$ cat src/hw/mdfsr_defs.vh
// register map, field layout, reset values and limits of the motion stats bank
`ifndef MDFSR_DEFS_VH
`define MDFSR_DEFS_VH

// serial frame layout
`define MDFSR_BYTE_BITS     4'h8
`define MDFSR_WR_BIT        7
`define MDFSR_ADDR_W        7

// register offsets
`define MDFSR_ADDR_MOTION   7'h02
`define MDFSR_ADDR_X_LOW    7'h03
`define MDFSR_ADDR_Y_LOW    7'h04
`define MDFSR_ADDR_XY_HIGH  7'h05
`define MDFSR_ADDR_SURFACE  7'h06
`define MDFSR_ADDR_EXP_HIGH 7'h07
`define MDFSR_ADDR_EXP_LOW  7'h08
`define MDFSR_ADDR_PEAK     7'h09
`define MDFSR_ADDR_TOTAL    7'h0a
`define MDFSR_ADDR_FLOOR    7'h0b

// reset values
`define MDFSR_RST_SURFACE   8'h00
`define MDFSR_RST_EXPOSURE  16'h0064
`define MDFSR_RST_EXP_LOW   8'h64
`define MDFSR_RST_PEAK      8'hd0
`define MDFSR_RST_TOTAL     8'h80
`define MDFSR_RST_FLOOR     8'h00
`define MDFSR_UNMAPPED      8'h00

// value limits of the frame statistics
`define MDFSR_SURFACE_MAX   8'hf2
`define MDFSR_PIXEL_MAX     8'hfe
`define MDFSR_TOTAL_MAX     8'ha7
`define MDFSR_FLOOR_INIT    8'hff
`define MDFSR_SUM_W         18
`define MDFSR_SUM_HI        17
`define MDFSR_SUM_LO        10

// exposure regulation targets and bounds
`define MDFSR_PEAK_HIGH     8'he0
`define MDFSR_PEAK_LOW      8'h80
`define MDFSR_TOTAL_HIGH    8'h78
`define MDFSR_TOTAL_LOW     8'h30
`define MDFSR_EXP_MIN       16'h0010
`define MDFSR_EXP_MAX       16'hfff0
`define MDFSR_EXP_STEP_SH   4

// displacement layout
`define MDFSR_MOVE_W        12
`define MDFSR_NIB_HI        11
`define MDFSR_NIB_LO        8

`endif

$ cat src/hw/mdfsr_regs.v
// motion displacement and frame statistics registers behind the serial port
//
// Summary of operation
// RULE1 - X low byte: scaled counts, cleared on read
// RULE2 - Y low byte at 0x04, cleared on read
// RULE3 - low bytes are two's complement bits 7:0
// RULE4 - shared high register 0x05 holds upper nibbles
// RULE5 - high bits 7:4 X, bits 3:0 Y
// RULE6 - read high after lows; registers then cleared
// RULE7 - controller reads 0x02 to 0x05 in order
// RULE8 - surface count 0x06: upper 8 of 9 bits
// RULE9 - surface count capped at 242, near zero idle
// RULE10 - 16-bit exposure in cycles, auto adjusted
// RULE11 - controller reads 0x07 then 0x08 immediately
// RULE12 - high exposure read captures matching low byte
// RULE13 - peak level 0x09 within 0 to 254
// RULE14 - total is 18-bit frame sum over 1024
// RULE15 - total stays within 0 to 167
// RULE16 - statistics update together at frame end
// RULE17 - floor level is frame minimum, 0 to 254
// RULE18 - write to 0x02 clears flags and displacement
// RULE19 - overflow sets flag, freezes until read out
`timescale 1ns/1ps
`default_nettype none
`include "mdfsr_defs.vh"
module mdfsr_regs (
    input  wire        CORE_CLK_I,
    input  wire        RESET_I,
    input  wire        SCLK_I,
    input  wire        CS_N_I,
    input  wire        MOSI_I,
    output reg         MISO_O,
    output reg         MISO_OE_N_O,
    input  wire        MOVE_VALID_I,
    input  wire [7:0]  MOVE_DX_I,
    input  wire [7:0]  MOVE_DY_I,
    input  wire [1:0]  RES_SEL_I,
    input  wire        PIX_VALID_I,
    input  wire [7:0]  PIX_DATA_I,
    input  wire        FRAME_END_I,
    input  wire [8:0]  FEATURE_COUNT_I,
    output reg  [15:0] SHUTTER_O,
    output reg         MOVEMENT_PENDING_O,
    output reg         ACCUM_OVERFLOW_O
);
    // serial port state
    wire        sclk_s;
    wire        cs_n_s;
    wire        mosi_s;
    wire        sclk_lo_s;
    wire        cs_on_s;
    reg         sclk_d_reg;
    reg  [3:0]  bit_cnt_reg;
    reg  [7:0]  shift_reg;
    reg  [7:0]  cmd_reg;
    reg         data_phase_reg;
    reg         done_reg;
    reg  [7:0]  tx_reg;
    wire        rise;
    wire        fall;
    wire        byte_done;
    wire [7:0]  rx_byte;
    wire        addr_byte;
    wire        rd_now;
    wire        wr_now;
    wire [6:0]  rd_addr;
    reg  [7:0]  rd_data;

    // displacement state
    wire [11:0] x_acc;
    wire [11:0] y_acc;
    wire        x_ovf;
    wire        y_ovf;
    reg  [11:0] dx_scaled;
    reg  [11:0] dy_scaled;
    reg  [3:0]  x_nib_reg;
    reg  [3:0]  y_nib_reg;
    wire        clr_all;
    wire        clr_x;
    wire        clr_y;
    wire        move_nz;

    // frame statistics state
    reg  [7:0]  surface_reg;
    reg  [7:0]  peak_reg;
    reg  [7:0]  floor_reg;
    reg  [7:0]  total_reg;
    reg  [7:0]  exp_low_shadow_reg;
    reg         exp_shadow_valid_reg;
    reg  [7:0]  run_max_reg;
    reg  [7:0]  run_min_reg;
    reg  [17:0] run_sum_reg;
    reg  [7:0]  pix_clip;
    reg  [7:0]  cur_max;
    reg  [7:0]  cur_min;
    reg  [17:0] cur_sum;
    reg  [7:0]  cur_total;
    reg  [7:0]  cur_surface;
    reg  [15:0] exp_step;
    reg  [15:0] shutter_next;

    // pins from the controller cross into the core clock first
    mdfsr_sync u_sync_sclk (
        .clk_i (CORE_CLK_I),
        .rst_i (RESET_I),
        .d_i   (~SCLK_I),
        .q_o   (sclk_lo_s)
    );
    mdfsr_sync u_sync_cs (
        .clk_i (CORE_CLK_I),
        .rst_i (RESET_I),
        .d_i   (~CS_N_I),
        .q_o   (cs_on_s)
    );

    // clock and select cross inverted so a flushed synchroniser reads as idle:
    // no false serial edge and no phantom select right after reset
    assign sclk_s = !sclk_lo_s;
    assign cs_n_s = !cs_on_s;
    mdfsr_sync u_sync_mosi (
        .clk_i (CORE_CLK_I),
        .rst_i (RESET_I),
        .d_i   (MOSI_I),
        .q_o   (mosi_s)
    );

    // edges of the synchronised serial clock, gated by select
    assign rise = !cs_n_s && sclk_s && !sclk_d_reg;
    assign fall = !cs_n_s && !sclk_s && sclk_d_reg;
    assign byte_done = rise && (bit_cnt_reg == `MDFSR_BYTE_BITS - 4'h1)
                       && !done_reg;
    assign rx_byte = {shift_reg[6:0], mosi_s};
    assign addr_byte = byte_done && !data_phase_reg;
    assign rd_now = addr_byte && !rx_byte[`MDFSR_WR_BIT];
    assign wr_now = byte_done && data_phase_reg
                    && cmd_reg[`MDFSR_WR_BIT];
    assign rd_addr = rx_byte[`MDFSR_ADDR_W-1:0];

    // bit counter, shift register and frame phase
    always @(posedge CORE_CLK_I) begin
        if (RESET_I) begin
            sclk_d_reg     <= 1'b1;
            bit_cnt_reg    <= 4'h0;
            shift_reg      <= 8'h00;
            cmd_reg        <= 8'h00;
            data_phase_reg <= 1'b0;
            done_reg       <= 1'b0;
        end else begin
            sclk_d_reg <= sclk_s;
            if (cs_n_s) begin
                bit_cnt_reg    <= 4'h0;
                data_phase_reg <= 1'b0;
                done_reg       <= 1'b0;
            end else if (rise && !done_reg) begin
                shift_reg <= rx_byte;
                if (byte_done) begin
                    bit_cnt_reg <= 4'h0;
                    if (data_phase_reg) begin
                        done_reg <= 1'b1; // one byte per select
                    end else begin
                        cmd_reg        <= rx_byte;
                        data_phase_reg <= 1'b1;
                    end
                end else begin
                    bit_cnt_reg <= bit_cnt_reg + 4'h1;
                end
            end
        end
    end

    // read mux, sampled once when the address byte completes
    always @* begin
        case (rd_addr)
            `MDFSR_ADDR_X_LOW:    rd_data = x_acc[7:0]; // [RULE1] [RULE3]
            `MDFSR_ADDR_Y_LOW:    rd_data = y_acc[7:0]; // [RULE2] [RULE3]
            `MDFSR_ADDR_XY_HIGH:  rd_data = {x_nib_reg, y_nib_reg}; // [RULE5]
            `MDFSR_ADDR_SURFACE:  rd_data = surface_reg;
            `MDFSR_ADDR_EXP_HIGH: rd_data = SHUTTER_O[15:8];
            `MDFSR_ADDR_EXP_LOW:  rd_data = exp_shadow_valid_reg ?
                                      exp_low_shadow_reg :
                                      SHUTTER_O[7:0]; // [RULE12]
            `MDFSR_ADDR_PEAK:     rd_data = peak_reg;
            `MDFSR_ADDR_TOTAL:    rd_data = total_reg;
            `MDFSR_ADDR_FLOOR:    rd_data = floor_reg;
            default:              rd_data = `MDFSR_UNMAPPED;
        endcase
    end

    // read data leaves msb first, one bit per falling serial edge
    always @(posedge CORE_CLK_I) begin
        if (RESET_I) begin
            tx_reg      <= 8'h00;
            MISO_O      <= 1'b0;
            MISO_OE_N_O <= 1'b1;
        end else if (cs_n_s) begin
            MISO_OE_N_O <= 1'b1; // released while deselected
            MISO_O      <= 1'b0;
        end else if (rd_now) begin
            tx_reg      <= rd_data;
            MISO_OE_N_O <= 1'b0;
        end else if (fall && data_phase_reg && !cmd_reg[`MDFSR_WR_BIT]) begin
            MISO_O <= tx_reg[7];
            tx_reg <= {tx_reg[6:0], 1'b0};
        end
    end

    // counts scaled by the resolution step: 1x to 4x of the base rate
    always @* begin
        case (RES_SEL_I)
            2'b00:   dx_scaled = {{4{MOVE_DX_I[7]}}, MOVE_DX_I};
            2'b01:   dx_scaled = {{3{MOVE_DX_I[7]}}, MOVE_DX_I, 1'b0};
            2'b10:   dx_scaled = {{4{MOVE_DX_I[7]}}, MOVE_DX_I}
                               + {{3{MOVE_DX_I[7]}}, MOVE_DX_I, 1'b0};
            default: dx_scaled = {{2{MOVE_DX_I[7]}}, MOVE_DX_I, 2'b00};
        endcase
        case (RES_SEL_I)
            2'b00:   dy_scaled = {{4{MOVE_DY_I[7]}}, MOVE_DY_I};
            2'b01:   dy_scaled = {{3{MOVE_DY_I[7]}}, MOVE_DY_I, 1'b0};
            2'b10:   dy_scaled = {{4{MOVE_DY_I[7]}}, MOVE_DY_I}
                               + {{3{MOVE_DY_I[7]}}, MOVE_DY_I, 1'b0};
            default: dy_scaled = {{2{MOVE_DY_I[7]}}, MOVE_DY_I, 2'b00};
        endcase
    end

    // clear sources: any write to motion, or a low-byte read
    assign clr_all = wr_now
                     && (cmd_reg[`MDFSR_ADDR_W-1:0] == `MDFSR_ADDR_MOTION);
    assign clr_x = clr_all
                   || (rd_now && rd_addr == `MDFSR_ADDR_X_LOW); // [RULE1]
    assign clr_y = clr_all
                   || (rd_now && rd_addr == `MDFSR_ADDR_Y_LOW); // [RULE2]
    assign move_nz = MOVE_VALID_I
                     && (MOVE_DX_I != 8'h00 || MOVE_DY_I != 8'h00);

    mdfsr_axis_acc u_acc_x (
        .clk_i   (CORE_CLK_I),
        .rst_i   (RESET_I),
        .add_i   (MOVE_VALID_I),
        .delta_i (dx_scaled),
        .clear_i (clr_x),
        .hold_i  (ACCUM_OVERFLOW_O), // [RULE19]
        .acc_o   (x_acc),
        .ovf_o   (x_ovf)
    );
    mdfsr_axis_acc u_acc_y (
        .clk_i   (CORE_CLK_I),
        .rst_i   (RESET_I),
        .add_i   (MOVE_VALID_I),
        .delta_i (dy_scaled),
        .clear_i (clr_y),
        .hold_i  (ACCUM_OVERFLOW_O), // [RULE19]
        .acc_o   (y_acc),
        .ovf_o   (y_ovf)
    );

    // high nibbles are caught by the low reads so the pair stays whole
    always @(posedge CORE_CLK_I) begin
        if (RESET_I) begin
            x_nib_reg <= 4'h0;
            y_nib_reg <= 4'h0;
        end else begin
            if (clr_all) begin
                x_nib_reg <= 4'h0; // [RULE18]
                y_nib_reg <= 4'h0;
            end else if (rd_now && rd_addr == `MDFSR_ADDR_XY_HIGH) begin
                x_nib_reg <= 4'h0; // [RULE6]
                y_nib_reg <= 4'h0;
            end else begin
                if (clr_x) begin
                    x_nib_reg <= x_acc[`MDFSR_NIB_HI:`MDFSR_NIB_LO]; // [RULE4]
                end
                if (clr_y) begin
                    y_nib_reg <= y_acc[`MDFSR_NIB_HI:`MDFSR_NIB_LO]; // [RULE4]
                end
            end
        end
    end

    // flags: new motion or overflow in the clearing cycle wins
    always @(posedge CORE_CLK_I) begin
        if (RESET_I) begin
            MOVEMENT_PENDING_O <= 1'b0;
            ACCUM_OVERFLOW_O   <= 1'b0;
        end else begin
            if (move_nz) begin
                MOVEMENT_PENDING_O <= 1'b1;
            end else if (clr_all || (rd_now
                         && rd_addr == `MDFSR_ADDR_XY_HIGH)) begin
                MOVEMENT_PENDING_O <= 1'b0; // [RULE18] [RULE6]
            end
            if (x_ovf || y_ovf) begin
                ACCUM_OVERFLOW_O <= 1'b1; // [RULE19]
            end else if (clr_all || (rd_now
                         && rd_addr == `MDFSR_ADDR_XY_HIGH)) begin
                ACCUM_OVERFLOW_O <= 1'b0; // [RULE19] [RULE18]
            end
        end
    end

    // running frame figures including a pixel that lands on frame end
    always @* begin
        pix_clip = (PIX_DATA_I > `MDFSR_PIXEL_MAX) ?
                   `MDFSR_PIXEL_MAX : PIX_DATA_I; // [RULE13] [RULE17]
        cur_max = run_max_reg;
        cur_min = run_min_reg;
        cur_sum = run_sum_reg;
        if (PIX_VALID_I) begin
            if (pix_clip > run_max_reg) begin
                cur_max = pix_clip;
            end
            if (pix_clip < run_min_reg) begin
                cur_min = pix_clip;
            end
            cur_sum = run_sum_reg + {10'h000, pix_clip};
        end
        // total is the sum over 1024, held within its printed range
        cur_total = (cur_sum[`MDFSR_SUM_HI:`MDFSR_SUM_LO] > `MDFSR_TOTAL_MAX) ?
                    `MDFSR_TOTAL_MAX :
                    cur_sum[`MDFSR_SUM_HI:`MDFSR_SUM_LO]; // [RULE14] [RULE15]
        cur_surface = (FEATURE_COUNT_I[8:1] > `MDFSR_SURFACE_MAX) ?
                      `MDFSR_SURFACE_MAX :
                      FEATURE_COUNT_I[8:1]; // [RULE8] [RULE9]
    end

    // exposure regulation: step of one sixteenth, at least one cycle
    always @* begin
        exp_step = SHUTTER_O >> `MDFSR_EXP_STEP_SH;
        if (exp_step == 16'h0000) begin
            exp_step = 16'h0001;
        end
        shutter_next = SHUTTER_O;
        if (cur_max > `MDFSR_PEAK_HIGH || cur_total > `MDFSR_TOTAL_HIGH) begin
            shutter_next = (SHUTTER_O < `MDFSR_EXP_MIN + exp_step) ?
                           `MDFSR_EXP_MIN : SHUTTER_O - exp_step; // [RULE10]
        end else if (cur_max < `MDFSR_PEAK_LOW
                     && cur_total < `MDFSR_TOTAL_LOW) begin
            shutter_next = (SHUTTER_O > `MDFSR_EXP_MAX - exp_step) ?
                           `MDFSR_EXP_MAX : SHUTTER_O + exp_step; // [RULE10]
        end
    end

    // per-frame accumulation and a joint update at frame end
    always @(posedge CORE_CLK_I) begin
        if (RESET_I) begin
            run_max_reg <= 8'h00;
            run_min_reg <= `MDFSR_FLOOR_INIT;
            run_sum_reg <= 18'h00000;
            surface_reg <= `MDFSR_RST_SURFACE;
            peak_reg    <= `MDFSR_RST_PEAK;
            floor_reg   <= `MDFSR_RST_FLOOR;
            total_reg   <= `MDFSR_RST_TOTAL;
            SHUTTER_O   <= `MDFSR_RST_EXPOSURE;
        end else if (FRAME_END_I) begin
            surface_reg <= cur_surface; // [RULE16]
            peak_reg    <= cur_max; // [RULE13]
            floor_reg   <= (cur_min == `MDFSR_FLOOR_INIT) ?
                           8'h00 : cur_min; // [RULE17]
            total_reg   <= cur_total; // [RULE15]
            SHUTTER_O   <= shutter_next; // [RULE16]
            run_max_reg <= 8'h00;
            run_min_reg <= `MDFSR_FLOOR_INIT;
            run_sum_reg <= 18'h00000;
        end else begin
            run_max_reg <= cur_max;
            run_min_reg <= cur_min;
            run_sum_reg <= cur_sum;
        end
    end

    // low exposure byte frozen by the high read, released by its own read
    always @(posedge CORE_CLK_I) begin
        if (RESET_I) begin
            exp_low_shadow_reg   <= `MDFSR_RST_EXP_LOW;
            exp_shadow_valid_reg <= 1'b0;
        end else if (rd_now && rd_addr == `MDFSR_ADDR_EXP_HIGH) begin
            exp_low_shadow_reg   <= SHUTTER_O[7:0]; // [RULE12]
            exp_shadow_valid_reg <= 1'b1;
        end else if (rd_now && rd_addr == `MDFSR_ADDR_EXP_LOW) begin
            exp_shadow_valid_reg <= 1'b0;
        end
    end
endmodule // mdfsr_regs
`default_nettype wire

$ cat src/hw/mdfsr_sync.v
// two-flip-flop synchroniser for one level from outside the core clock
`timescale 1ns/1ps
`default_nettype none
module mdfsr_sync (
    input  wire clk_i,
    input  wire rst_i,
    input  wire d_i,
    output reg  q_o
);
    reg meta_reg;

    // first stage feeds only the second stage
    always @(posedge clk_i) begin
        if (rst_i) begin
            meta_reg <= 1'b0;
            q_o      <= 1'b0;
        end else begin
            meta_reg <= d_i;
            q_o      <= meta_reg;
        end
    end
endmodule // mdfsr_sync
`default_nettype wire

$ cat src/hw/mdfsr_axis_acc.v
// one 12-bit two's complement displacement accumulator with overflow detect
`timescale 1ns/1ps
`default_nettype none
`include "mdfsr_defs.vh"
module mdfsr_axis_acc (
    input  wire        clk_i,
    input  wire        rst_i,
    input  wire        add_i,
    input  wire [11:0] delta_i,
    input  wire        clear_i,
    input  wire        hold_i,
    output reg  [11:0] acc_o,
    output wire        ovf_o
);
    wire [12:0] sum;

    // one extra bit shows a signed wrap of the 12-bit range
    assign sum = {acc_o[`MDFSR_NIB_HI], acc_o} +
                 {delta_i[`MDFSR_NIB_HI], delta_i};
    assign ovf_o = add_i && !hold_i && !clear_i &&
                   (sum[12] != sum[`MDFSR_NIB_HI]);

    // a clear keeps motion that meets it, unless an overflow froze the axis
    always @(posedge clk_i) begin
        if (rst_i) begin
            acc_o <= 12'h000;
        end else if (clear_i) begin
            acc_o <= (add_i && !hold_i) ? delta_i : 12'h000; // [RULE19]
        end else if (add_i && !hold_i && !ovf_o) begin
            acc_o <= sum[11:0];
        end
    end
endmodule // mdfsr_axis_acc
`default_nettype wire

$ cat config.mk
export PLATFORM = sky130hd
export DESIGN_NAME = mdfsr_regs
export DESIGN_NICKNAME = d
export VERILOG_FILES = /design/src/hw/mdfsr_regs.v /design/src/hw/mdfsr_sync.v /design/src/hw/mdfsr_axis_acc.v
export VERILOG_INCLUDE_DIRS = /design/src /design/src/hw
export SDC_FILE = /design/constraint.sdc
export NUM_CORES = 1
export LEC_CHECK = 0
export CORE_MARGIN = 1.5
export CORE_UTILIZATION = 40
export CTS_CLUSTER_SIZE = 28
export DETAILED_ROUTE_END_ITERATION = 6
export DONT_BUFFER_PORTS = 1
export PLACE_DENSITY = 0.55
export SETUP_SLACK_MARGIN = 0.05
export SYNTH_ARGS = -nofsm -noshare
export SYNTH_HDL_FRONTEND = slang
export SYNTH_SLANG_ARGS = --single-unit
$ cat constraint.sdc
create_clock -name CORE_CLK_I -period 5.6 [get_ports CORE_CLK_I]
set_input_delay 1.12 -clock CORE_CLK_I [delete_from_list [all_inputs] [get_ports CORE_CLK_I]]
set_output_delay 1.12 -clock CORE_CLK_I [all_outputs]
set_load 0.05 [all_outputs]
# After elaboration in Yosys (flattened, before gate mapping)
# Cells that the tools add are included.
dict set report op_classes {
  multipliers 0
  order_cmp 11
  n_shift 0
  n_reduce_logical 66
  n_mux 32
  n_addsub 10
  n_eq_ne 16
  div_mod_pow 0
  bitwise_logic 5
}
# cell n
set op_table {}
lappend op_table {{$mux W8} 11}
lappend op_table {{$mux W12} 7}
lappend op_table {{$pmux W12 S3} 2}
lappend op_table {{$pmux W8 S9} 1}
lappend op_table {{$mux W16} 4}
lappend op_table {{$gt A8 B8 Y1 const B} 4}
lappend op_table {{$eq A7 B3 Y1 const B} 4}
lappend op_table {{$eq A7 B4 Y1 const B} 4}
lappend op_table {{$logic_and A1 B1 Y1} 28}
lappend op_table {{$add A12 B12 Y13} 2}
lappend op_table {{$add A8 B9 Y10} 2}
lappend op_table {{$add A18 B8 Y18} 1}
lappend op_table {{$mux W18} 1}
lappend op_table {{$add A16 B16 Y16} 1}
lappend op_table {{$add A5 B16 Y16 const A} 1}
lappend op_table {{$gt A16 B16 Y1} 1}
lappend op_table {{$logic_not A16 Y1} 1}
lappend op_table {{$lt A16 B16 Y1} 1}
lappend op_table {{$reduce_bool A8 Y1} 2}
lappend op_table {{$sub A16 B16 Y16} 1}
lappend op_table {{$sub A16 B16 Y16 const A} 1}
lappend op_table {{$eq A7 B2 Y1 const B} 2}
lappend op_table {{$reduce_bool A2 Y1} 7}
lappend op_table {{$logic_not A1 Y1} 11}
lappend op_table {{21 further kinds} 40}
dict set report totals {
  elab_cells 172
  n_memories 0
  register_bits 163
  latch_bits 0
  mem_bits_rw 0
  romBits 0
  output_inout_bits 20
}

# Longest topological paths before layout
# Gate-level depths: netlist (run 1).
dict set report depth {
  depth_word 16
  depth_mapped 22
}

# Cells and area by module
# Synthesis (run 1) repeated with hierarchy kept, for this count alone.
dict set report unflattened {
  cells_unflattened 1504
  area_unflattened_um2 12233.0
}
# module n_inst area_each_um2 cells_per_inst
set by_module_without_submodules {}
lappend by_module_without_submodules {mdfsr_regs 1 9718.1 1194}
lappend by_module_without_submodules {mdfsr_axis_acc 2 1178.6 149}
lappend by_module_without_submodules {mdfsr_sync 3 52.6 4}

# Worst setup path after synthesis (run 1)
# Ideal clock, no wire load.
dict set report synth_path {
  kind {input-to-reg}
  from {input MOVE_DY_I[0]}
  to {register u_acc_y.acc_o[10]}
  setup_ns 0.091
  arrival_ns 4.854
  setup_slack_ns 0.655
  stages 19
  required_time_ns 5.509
  cell_sequence {ha_1 -> fa_1 -> a21oi_1 -> nor2_1 -> nor2_1 -> o21bai_1 -> a21oi_1 -> xnor2_1 -> mux4_2 -> ha_1 -> o21ai_0 -> a311oi_1 -> o21ai_0 -> a31oi_1 -> o41a_1 -> a21o_1 -> clkbuf_1 -> nor2_1 -> a311oi_1}
}
dict set report synth_via {
  elab_chain_cells 8
  elab_cells_between_ends 11
}
# element line
set synth_lines {}
lappend synth_lines {{from (decl)} mdfsr_regs.v:36} ;# input wire [7:0] MOVE_DY_I,
lappend synth_lines {{$add A8 B9 Y10} mdfsr_regs.v:220} ;# + {{3{MOVE_DY_I[7]}}, MOVE_DY_I, 1'b0};
lappend synth_lines {{$pmux W12 S3 *} mdfsr_regs.v:216} ;# case (RES_SEL_I)
lappend synth_lines {{$add A12 B12 Y13} mdfsr_axis_acc.v:18} ;# assign sum = {acc_o[`MDFSR_NIB_HI], acc_o} +
lappend synth_lines {{$ne A1 B1 Y1} mdfsr_axis_acc.v:21} ;# (sum[12] != sum[`MDFSR_NIB_HI]);
lappend synth_lines {{$logic_and A1 B1 Y1} mdfsr_axis_acc.v:20} ;# assign ovf_o = add_i && !hold_i && !clear_i &&
lappend synth_lines {{$logic_not A1 Y1} mdfsr_axis_acc.v:29} ;# end else if (add_i && !hold_i && !ovf_o) begin
lappend synth_lines {{$logic_and A1 B1 Y1} mdfsr_axis_acc.v:29}
lappend synth_lines {{$reduce_bool A2 Y1 (no source line)} --}
lappend synth_lines {{to (signal assigned)} mdfsr_axis_acc.v:28} ;# acc_o <= (add_i && !hold_i) ? delta_i : 12'h000;
lappend synth_lines {{to (signal assigned)} mdfsr_axis_acc.v:30} ;# acc_o <= sum[11:0];
lappend synth_lines {{to (decl)} mdfsr_axis_acc.v:12} ;# output reg [11:0] acc_o,
# Every way passes the cells marked *; elsewhere a longest branch is shown, timed or not. The select of a mux whose other input is x is not followed.
# A chain may end at the register's enable or synchronous reset.

# Final worst setup path (run 1)
dict set report layout_path {
  from {input MOVE_DY_I[0]}
  to {register u_acc_y.acc_o[3]}
}
# The elaborated chain is that of the path after synthesis.

==> flow_metrics.py, run 1 <==
metrics = {
    "run_status": {
        "status": "finished clean",
    },
    "hold_path": {
        "hold_class": "reg -> reg",
    },
    "cts": {
        "cts_setup_buffers": 0,
        "cts_buffer_depth": 2,
        "clk_latency_ns": 0.44,
        "htree_levels": 4,
        "cts_resized": 0,
        "ctsHoldBuffers": 0,
        "clk_pin_slew_ns": 0.08,
        "cts_root_buf": "clkbuf_16",
        "cts_sinks": 163,
        "cts_made_buffers": 17,
        "cts_tree": "built",
    },
    "cells_and_area": {
        "fillCellCount": 3010,
        "final_cell_mix": "171 x nor2_1, 163 x dfxtp_1, 138 x nand2_1",
        "num_antenna_cells": 0,
        "nNetsFinal": 1636,
        "syn_to_final_growth_pct": 7.860,
        "fin_util_pct": 44.08,
        "largest_reg_flops": 18,
        "drive_gt1_share_pct": 8.035,
        "layout_commonest_cell": "nor2_1",
    },
    "critical_path": {
        "cp_common_cell": "nor2_1",
        "cp_max_fo": 12,
        "cpPeakStageDelay_ns": 0.49,
        "startpoint_type": "input port",
        "required_ns": 5.95,
        "cpMaxStageDelayCell": "mux4_2",
        "path_class": "in -> reg",
        "arrival_ns": 5.36,
        "crit_chain": "ha_1 > fa_1 > a21oi_1 > nor2_1 > nor2_1 > o21bai_1 > a21oi_1 > xnor2_1 > mux4_2 > ha_1 > o21ai_0 > a311oi_1 > o21ai_0 > a31oi_1 > o41a_1 > a21o_1 > buf_4 > nor2_1 > a311oi_1",
        "crit_path_end_kind": "register",
    },
    "sta": {
        "rsz0062_at_grt": "no",
        "tns_ns": 0,
        "fin_worst_skew_ns": 0.01409,
        "hold_viol": 0,
        "finalSetupViolCount": 0,
        "min_period_over_period_pct": 89.54,
        "whs_ns": 0.4380,
        "tightest_slew_ns": 1.182,
        "final-max-slew-violation-count": 0,
        "relSlewSlack_pct": 21.12,
        "fin_crit_ns": 5.014,
        "worst_slack_ns": 0.5860,
        "max_freq_ghz": 0.1994,
    },
    "power_and_ir_drop": {
        "p_clk_share_pct": 27.6,
        "p_per_area_mw_per_mm2": 316.4,
        "power.net_switching_w": 0.001602,
        "internal_power_w": 0.002565,
        "combPwrFrac_pct": 37.8,
        "p_leak_nw": 5.450,
        "pwr-share-seq_pct": 34.6,
        "switching_share_pct": 38.45,
        "ir_worst_vdd_uv": 213.0,
    },
    "die": {
        "die_w_um": 177.7,
        "dieHeight_um": 177.7,
        "die-area_mm2": 0.03158,
        "core_area_mm2": 0.02987,
        "num_rows": 63,
        "io_pins": 63,
        "start_util_pct": 40.87,
    },
    "place": {
        "dp_hpwl_mm": 25.60,
        "io_buffers": 0,
        "routabilityCongestion": 0.8528,
        "dp_slack_ns": 0.2402,
    },
    "routing": {
        "drc": 0,
        "ant_nets": 0,
        "vias": 10860,
        "post_drt_wl_per_cell_um": 18.49,
        "drt-vias-per-instance": 5.804,
        "wirelength_mm": 34.60,
        "drtIter0Drc": 759,
        "drtPass1Iterations": 6,
    },
    "synthesis": {
        "synth-seq-cells": 163,
        "yosys.area.top_type_share_pct": 26.73,
        "async_flop_share_pct": 0,
        "synth_area_leaders": "dfxtp_1 27%, ha_1 12%, nor2_1 5.3%",
        "synth_top_cell_by_area": "dfxtp_1",
        "yosysUniqueCellTypes": 87,
        "synth-main-ff-cell": "dfxtp_1",
        "synth-seq-area-share_pct": 26.73,
        "syn_area_per_cell_um2": 8.145,
        "syn_nets": 1667,
        "synth_area_mm2": 0.01221,
        "synth_edf_count": 0,
        "syn_inst": 1499,
        "yosysWarnings": 0,
    },
    "grt": {
        "grt_pass1_wl_mm": 54.80,
        "grt_max_degree": 100,
        "antenna_found_initial": 0,
        "grt_pass1_vias": 10259,
        "globalRouteTotalUtil_pct": 22.08,
        "grt_overflow": 0,
    },
    "job": {
        "drv_cap": 0,
    },
}
==> final cells by class <==
type | instances | area, µm² | share of cell area (%)
Inverter | 94 | 352.8 | 2.679
Sequential cell | 163 | 3263 | 24.78
Multi-Input combinational cell | 1163 | 8282 | 62.89
Clock inverter | 15 | 140.1 | 1.064
Clock buffer | 17 | 425.4 | 3.230
Timing Repair Buffer | 29 | 217.7 | 1.653
Tap cell | 390 | 488.0 | 3.705
==> power groups by stage <==
stage	combinational (W)	clock, W	sequential [W]
2_1_floorplan	0.00121	0	0.00144
3_3_place_gp	0.00153	0	0.00147
3_5_place_dp	0.00155	0	0.00147
4_1_cts	0.00156	0.00116	0.00144
5_1_grt	0.00177	0.00122	0.00145
6_report	0.00158	0.00115	0.00144
==> critical path, delay by kind of cell <==
family	cells	cell delay [ns]
buffers and inverters	1	0.23
XOR/XNOR	1	0.08
AO/OA/AOI/OAI	10	2.24
adder cells (fa/ha/maj)	3	0.93
multiplexers	1	0.49
AND/OR/NAND/NOR	3	0.26
==> final timing paths <==
path,start,end,slack [ns],cells past startpoint
max,MOVE_DY_I[0],u_acc_y.acc_o[3]$_SDFFE_PP0P_,0.59,19
max reg2reg,SHUTTER_O[12]$_SDFFE_PP0P_,SHUTTER_O[10]$_SDFFE_PP0P_,0.62,19
min,u_sync_sclk.meta_reg$_SDFF_PP0_,u_sync_sclk.q_o$_SDFF_PP0_,0.44,1
min reg2reg,u_sync_sclk.meta_reg$_SDFF_PP0_,u_sync_sclk.q_o$_SDFF_PP0_,0.44,1
==> routing by layer <==
layer	up-vias	global-route usage, %	share of wire (%)
met5	-	0	0
met4	0	5.847	1.3
met3	32	3.256	4.6
met2	236	36.38	46
met1	5243	30.06	48
li1	5349	-	-
==> cell families after synthesis <==
logic type	after synthesis	synth area share [%]
buf+inv	173	5.493
simple gates	523	20.39
flops	163	26.73
compound gates	391	21.80
xor+xnor	54	3.874
fa+ha+maj	125	13.24
mux	70	8.475
==> synthesized netlist by cell type, types with 9 or more instances <==
library cell	number
a211oi_1	29
a21o_1	19
a21oi_1	111
a22oi_1	10
a311oi_1	11
a31oi_1	15
and2_1	15
and3_1	23
clkbuf_1	64
dfxtp_1	163
ha_1	118
inv_1	90
mux2i_1	37
mux4_2	26
nand2_1	138
nand2b_1	15
nand3_1	28
nand4_1	16
nor2_1	171
nor2b_1	25
nor3_1	29
o211ai_1	14
o21a_1	14
o21ai_0	62
o21bai_1	9
o31ai_1	9
or3_1	13
xnor2_1	42
xor2_1	12
==> metrics by stage <==
stage	std cells	power (W)	cell area, µm²
floorplan	1499	0.002652	12210
global placement	1839	0.002997	12600
detailed placement	1839	0.003020	12600
CTS	1871	0.004170	13170
global route	1871	0.004440	13170
finish	1871	0.004167	13170
(Power assumes the default switching activity.)
==> run 2: changes to the inputs <==
--- a/config.mk
+++ b/config.mk
@@ -6,6 +6,7 @@
 export SDC_FILE = /design/constraint.sdc
 export NUM_CORES = 1
 export LEC_CHECK = 0
+export ABC_AREA = 1
 export CORE_MARGIN = 1.5
 export CORE_UTILIZATION = 40
 export CTS_CLUSTER_SIZE = 28
==> run 2 against run 1 <==
Effect of this change: die area rose by 1.1%; first-iteration DRC count grew 5.3%; area after synthesis is 1.2% higher; clock skew down 0.0034 ns; non-clock buffer count shrank 12; final cell count increased by 20%; critical path depth is 4 higher; worst setup slack better by 0.42 ns; critical endpoint is now SHUTTER_O[6]$_SDFFE_PP1P_; highest routed layer unchanged.
==> flow_metrics.py, run 2 <==
metrics = {
    "run_status": {
        "status": "finished clean",
    },
    "cts": {
        "cts_tree": "built",
        "htree_levels": 4,
        "cts_resized": 0,
        "cts_setup_buffers": 0,
        "clk_latency_ns": 0.44,
        "cts_sinks": 163,
        "cts_buffer_depth": 2,
        "cts_root_buf": "clkbuf_16",
        "cts_made_buffers": 17,
        "clk_pin_slew_ns": 0.07,
        "ctsHoldBuffers": 0,
    },
    "synthesis": {
        "syn_area_per_cell_um2": 6.633,
        "synth_compound_area_share_pct": 19.69,
        "synth_area_leaders": "dfxtp_1 26%, ha_1 12%, nand2_1 12%",
        "synth_edf_count": 0,
        "yosysUniqueCellTypes": 60,
        "synth_mux_area_share_pct": 0,
        "synth-seq-cells": 163,
        "synthXorXnorAreaFrac_pct": 2.897,
        "synth_top_family_by_area": "simple AND/OR/NAND/NOR gates",
        "syn_nets": 2030,
        "yosysMostFrequentCell": "nand2_1",
        "yosys.area_share.adder_pct": 13.09,
        "synth-simple-area-share_pct": 27.18,
        "synth-main-ff-cell": "dfxtp_1",
        "synth-seq-area-share_pct": 26.42,
        "synth.top_cells.by_count": "381 x nand2_1, 255 x inv_1, 202 x nor2_1",
        "async_flop_share_pct": 0,
        "synth_area_mm2": 0.01235,
        "syn_inst": 1862,
        "yosysWarnings": 0,
        "synth_top_cell_by_area": "dfxtp_1",
        "yosys.area.top_type_share_pct": 26.42,
    },
    "routing": {
        "drtPass1Iterations": 5,
        "drc": 0,
        "ant_nets": 0,
        "vias": 11952,
        "wirelength_mm": 34.97,
        "drtIter0Drc": 799,
        "drt-vias-per-instance": 5.331,
        "met3_length_mm": 1.275,
        "top_layer": "met4",
        "wl_met2_mm": 16.08,
        "wl_met1_mm": 17.19,
        "post_drt_wl_per_cell_um": 15.60,
    },
    "cells_and_area": {
        "nNetsFinal": 2001,
        "design_area_mm2": 0.01326,
        "largest_reg_flops": 18,
        "layout_commonest_cell": "nand2_1",
        "syn_to_final_growth_pct": 7.375,
        "register_area_mm2": 0.003263,
        "fillCellCount": 3217,
        "num_antenna_cells": 0,
        "fin_util_pct": 43.47,
        "multi_input_area_mm2": 0.007766,
        "final_cell_mix": "381 x nand2_1, 254 x inv_1, 201 x nor2_1",
        "stdcell_count": 2242,
        "drive_gt1_share_pct": 5.417,
    },
    "die": {
        "start_util_pct": 40.48,
        "die_w_um": 178.7,
        "num_rows": 64,
        "io_pins": 63,
        "core_area_mm2": 0.03051,
        "die-area_mm2": 0.03194,
        "dieHeight_um": 178.7,
    },
    "critical_path": {
        "cpPeakStageDelay_ns": 0.44,
        "path_buf_inv": 3,
        "cp_max_fo": 10,
        "reg2reg_depth": 23,
        "path_delay_family": "simple AND/OR/NAND/NOR gates",
        "arrival_ns": 4.87,
        "r2r_start": "SHUTTER_O[4]$_SDFFE_PP0P_",
        "path_class": "reg -> reg",
        "cpMaxStageDelayCell": "clkinv_1",
        "required_ns": 5.88,
        "rr_endpoint": "SHUTTER_O[6]$_SDFFE_PP1P_",
        "crit_path_end_kind": "register",
        "crit_chain": "buf_4 > inv_1 > nand3_1 > nor3_1 > nor2_1 > nand3_1 > nor2_1 > nand2_1 > nor2_1 > o21ai_0 > xor2_1 > ha_1 > nand2_1 > nor3_1 > nand3_1 > nand2_1 > clkinv_1 > a21oi_1 > o21ai_0 > nand3_1 > nand2_1 > nand2_1 > nand3_1",
        "rrSetupSlack_ns": 1.01,
        "startpoint_type": "register",
    },
    "grt": {
        "grt_overflow": 0,
        "globalRouteTotalUtil_pct": 22.43,
        "antenna_found_initial": 0,
        "grt_max_degree": 68,
        "grt_pass1_wl_mm": 56.62,
        "grt_pass1_vias": 11123,
    },
    "place": {
        "dp.cells": 2210,
        "dp_slack_ns": 0.6966,
        "placed_area_mm2": 0.01267,
        "io_buffers": 0,
        "routabilityCongestion": 0.9040,
        "dp_hpwl_mm": 26.61,
    },
    "sta": {
        "relSlewSlack_pct": 32.56,
        "final-max-slew-violation-count": 0,
        "min_period_over_period_pct": 81.99,
        "fin_crit_ns": 4.591,
        "rsz0062_at_grt": "no",
        "worst_slack_ns": 1.009,
        "max_freq_ghz": 0.2178,
        "hold_viol": 0,
        "tightest_slew_ns": 1.004,
        "tns_ns": 0,
        "finalSetupViolCount": 0,
        "fin_worst_skew_ns": 0.01074,
    },
    "hold_path": {
        "hold_class": "reg -> reg",
        "min_path_cells": 2,
        "min_to": "u_sync_mosi.q_o$_SDFF_PP0_",
        "hp-start": "u_sync_mosi.meta_reg$_SDFF_PP0_",
    },
    "power_and_ir_drop": {
        "p_clk_share_pct": 28.2,
        "pwr-share-seq_pct": 33.6,
        "p_leak_nw": 6.327,
        "combPwrFrac_pct": 38.2,
        "ir_worst_vdd_uv": 224.0,
        "p_per_area_mw_per_mm2": 320.8,
        "switching_share_pct": 40.02,
        "internal_power_w": 0.002552,
        "power.net_switching_w": 0.001703,
    },
    "job": {
        "drv_cap": 0,
    },
}
==> run 2: cell families (layout without fill, tap and decap cells) <==
kind of cell / Yosys count / after routing
compound gates: 414 / 414
buf+inv: 336 / 320
fa+ha+maj: 125 / 125
simple gates: 784 / 784
xor+xnor: 40 / 40
flops: 163 / 163
==> run 2: worst min-delay path, cell delays in order, from the launching register on <==
cell and delay (ns):
dfxtp_1 0.29, inv_1 0.04, nor2_1 0.03
==> run 2: worst max path at each step <==
stage,endpoint,start,cells past startpoint
final,SHUTTER_O[6]$_SDFFE_PP1P_,SHUTTER_O[4]$_SDFFE_PP0P_,23
after detailed placement,u_acc_x.acc_o[10]$_SDFFE_PP0P_,MOVE_DX_I[0],23
after global routing,u_acc_x.acc_o[11]$_SDFFE_PP0P_,MOVE_DX_I[0],23
after floorplan,u_acc_y.acc_o[10]$_SDFFE_PP0P_,MOVE_DY_I[0],21
after global placement,u_acc_x.acc_o[10]$_SDFFE_PP0P_,MOVE_DX_I[0],23
after CTS,SHUTTER_O[7]$_SDFFE_PP0P_,SHUTTER_O[4]$_SDFFE_PP0P_,23
==> run 2: power by group through the flow <==
stage	Sequential [W]	Clock, W	Combinational, W
2_1_floorplan	0.00145	0	0.00124
3_3_place_gp	0.00145	0	0.00158
3_5_place_dp	0.00146	0	0.00160
4_1_cts	0.00143	0.00123	0.00161
5_1_grt	0.00144	0.00127	0.00187
6_report	0.00143	0.00120	0.00162
==> run 2: metal layers <==
metal  track usage [%]  vias to the layer above
li1                  -                     6141
met1             30.56                     5556
met2             37.45                      225
met3             3.053                       30
met4             5.174                        0
met5                 0                        -
==> run 2: metrics by stage <==
| step | total power, W | hold slack (ns) |
|---|---|---|
| after CTS | 0.004266 | 0.4070 |
| after global placement | 0.003031 | 0.3944 |
| after floorplan | 0.002689 | 0.3799 |
| final | 0.004255 | 0.4044 |
| after detailed placement | 0.003055 | 0.3955 |
| after global routing | 0.004579 | 0.4189 |
==> run 2: cell type report <==
cell class / count / area share [%]
Inverter: 271 / 7.671
Timing Repair Buffer: 17 / 0.9623
Clock buffer: 19 / 3.340
Tap cell: 396 / 3.736
Clock inverter: 13 / 1.123
Sequential cell: 163 / 24.61
Multi-Input combinational cell: 1363 / 58.56
==> run 3: changes to the inputs <==
--- a/config.mk
+++ b/config.mk
@@ -12,7 +12,7 @@
 export CTS_CLUSTER_SIZE = 28
 export DETAILED_ROUTE_END_ITERATION = 6
 export DONT_BUFFER_PORTS = 1
-export PLACE_DENSITY = 0.55
+export PLACE_DENSITY = 0.57
 export SETUP_SLACK_MARGIN = 0.05
 export SYNTH_ARGS = -nofsm -noshare
 export SYNTH_HDL_FRONTEND = slang
==> constraint.sdc (replaced) <==
create_clock -name CORE_CLK_I -period 3.8 [get_ports CORE_CLK_I]
set_input_delay 0.76 -clock CORE_CLK_I [delete_from_list [all_inputs] [get_ports CORE_CLK_I]]
set_output_delay 0.76 -clock CORE_CLK_I [all_outputs]
set_load 0.05 [all_outputs]
==> run 3 against run 2 <==
Effect of this change: final cell count increased by 3.3%; non-clock buffer count increased by 73; routed wire length increased by 3.4%; total power increased by 61%; global-route usage increased by 0.13 points; design area increased by 7.1%; sequential share of layout area decreased by 1.6 points; via count increased by 2.9%; count of clock-buffer cells in the layout decreased by 2; critical path depth unchanged; critical path type is now in -> reg; largest cell class unchanged; largest power group unchanged.
==> flow_metrics.py, run 3 (same netlist as run 2, synthesis figures left out) <==
metrics = {
    "cells_and_area": {
        "nNetsFinal": 2076,
        "stdcell_count": 2317,
        "drive_gt1_share_pct": 12.02,
        "syn_to_final_growth_pct": 15.03,
        "num_antenna_cells": 0,
        "largest_reg_flops": 18,
        "layout_commonest_cell": "nand2_1",
        "design_area_mm2": 0.01421,
        "fillCellCount": 3159,
        "final_cell_mix": "375 x nand2_1, 251 x inv_1, 197 x nor2_1",
    },
    "critical_path": {
        "arrival_ns": 3.95,
        "startpoint_type": "input port",
        "path_class": "in -> reg",
        "required_ns": 4.16,
        "cpPeakStageDelay_ns": 0.35,
        "crit_path_end_kind": "register",
        "crit_chain": "ha_4 > fa_2 > nand2_2 > inv_1 > o21ai_1 > nand2_1 > nand2_2 > nand2_2 > a21oi_2 > nor2_1 > nor2_1 > nand2_1 > a31oi_4 > ha_4 > a21oi_2 > o21a_1 > o2111ai_2 > xor2_2 > or2_4 > nand2_4 > buf_12 > o21ai_0 > a31oi_1",
        "cp_max_fo": 8,
        "cp_common_cell": "nand2_2",
        "cpMaxStageDelayCell": "fa_2",
    },
    "place": {
        "placed_area_mm2": 0.01333,
        "io_buffers": 0,
        "dp.cells": 2279,
        "dp_hpwl_mm": 27.26,
        "routabilityCongestion": 0.9012,
    },
    "power_and_ir_drop": {
        "combPwrFrac_pct": 42.7,
        "pwr-share-seq_pct": 30.8,
        "switching_share_pct": 40.07,
        "ir_worst_vdd_uv": 280.6,
        "p_per_area_mw_per_mm2": 481.2,
        "power.net_switching_w": 0.002740,
        "p_leak_nw": 6.750,
        "p_clk_share_pct": 26.5,
        "internal_power_w": 0.004097,
    },
    "routing": {
        "vias": 12303,
        "wirelength_mm": 36.17,
        "post_drt_wl_per_cell_um": 15.61,
        "drt-vias-per-instance": 5.310,
        "drc": 0,
        "drtPass1Iterations": 5,
        "ant_nets": 0,
        "drtIter0Drc": 772,
    },
    "hold_path": {
        "hold_class": "in -> reg",
    },
    "cts": {
        "cts_root_buf": "clkbuf_16",
        "cts_buffer_depth": 2,
        "cts_tree": "built",
        "cts_sinks": 163,
        "clk_pin_slew_ns": 0.07,
        "ctsHoldBuffers": 0,
        "htree_levels": 4,
        "clk_latency_ns": 0.44,
        "cts_made_buffers": 17,
    },
    "grt": {
        "antenna_found_initial": 0,
        "grt_max_degree": 67,
        "grt_pass1_vias": 11358,
        "globalRouteTotalUtil_pct": 22.56,
        "grt_pass1_wl_mm": 57.54,
        "grt_overflow": 0,
    },
    "sta": {
        "tns_ns": 0,
        "fin_worst_skew_ns": 0.01780,
        "fin_crit_ns": 3.584,
        "max_freq_ghz": 0.2790,
        "tightest_slew_ns": 0.9799,
        "relSlewSlack_pct": 34.17,
        "final-max-slew-violation-count": 0,
        "rsz0062_at_grt": "yes",
        "hold_viol": 0,
        "min_period_over_period_pct": 94.32,
        "finalSetupViolCount": 0,
    },
    "die": {
        "num_rows": 64,
        "start_util_pct": 40.48,
        "core_area_mm2": 0.03051,
        "die-area_mm2": 0.03194,
        "io_pins": 63,
        "die_w_um": 178.7,
        "dieHeight_um": 178.7,
    },
    "job": {
        "drv_cap": 0,
    },
    "run_status": {
        "status": "finished clean",
    },
}
-- run 3: worst paths after layout --
| path | to | slack [ns] | depth (start not counted) | from |
|---|---|---|---|---|
| worst max register to register | SHUTTER_O[10]$_SDFFE_PP0P_ | 0.41 | 25 | SHUTTER_O[8]$_SDFFE_PP0P_ |
| worst min register to register | u_sync_sclk.q_o$_SDFF_PP0_ | 0.41 | 2 | u_sync_sclk.meta_reg$_SDFF_PP0_ |
| worst max-delay path | u_acc_x.acc_o[6]$_SDFFE_PP0P_ | 0.22 | 23 | MOVE_DX_I[0] |
| worst min-delay path | u_sync_sclk.meta_reg$_SDFF_PP0_ | 0.38 | 1 | SCLK_I |
-- run 3: worst max-delay path: cells and delay by family --
kind	cells	cell delay, ns
and+or+nand+nor	9	0.89
adders and majority gates	3	0.74
AOI/OAI and AO/OA	8	1.18
buffers and inverters	2	0.18
xor gates and xnor gates	1	0.19
-- run 3: metal layers --
metal  global-route usage [%]  vias to the layer above  routed length (µm)
met5                        0                        -                   0
met4                    5.000                        0                 339
met3                    3.393                       26                1832
met2                    36.32                      285               16180
met1                    31.69                     5720               17820
li1                         -                     6272                   -
-- run 3: area by class of cell --
class | instances | area (µm²) | share of cell area, %
Sequential cell | 163 | 3273 | 23.04
Clock inverter | 15 | 187.7 | 1.321
Clock buffer | 17 | 425.4 | 2.994
Multi-Input combinational cell | 1365 | 8074 | 56.83
Tap cell | 396 | 495.5 | 3.487
Timing Repair Buffer | 90 | 734.5 | 5.170
Inverter | 271 | 1017 | 7.160
-- run 3: per-stage QoR --
stage / util (%) / hold WS (ns) / setup WS (ns) / total power, W
after floorplan: - / 0.3799 / 0.05734 / 0.004050
after global placement: 43.69 / 0.3964 / -0.3269 / 0.004782
after detailed placement: 43.69 / 0.3960 / -0.4060 / 0.004806
after CTS: 45.73 / 0.3744 / 0.07377 / 0.006632
after global routing: 46.57 / 0.3739 / 0.01918 / 0.007306
final: 46.57 / 0.3827 / 0.2158 / 0.006837
-- run 3: timing repair --
action,in CTS,in global routing
endpoints found under the setup margin,7,41
resized for setup,2,46
cloned,0,3
pin swaps,0,27
setup buffers,0,3
-- run 3: power by group through the flow --
stage                     registers [W]  logic, W  clock network [W]
after floorplan                 0.00214   0.00191                  0
after global placement          0.00212   0.00266                  0
after detailed placement        0.00213   0.00268                  0
after CTS                       0.00209   0.00270            0.00184
after global routing            0.00212   0.00328            0.00191
final                           0.00210   0.00292            0.00181
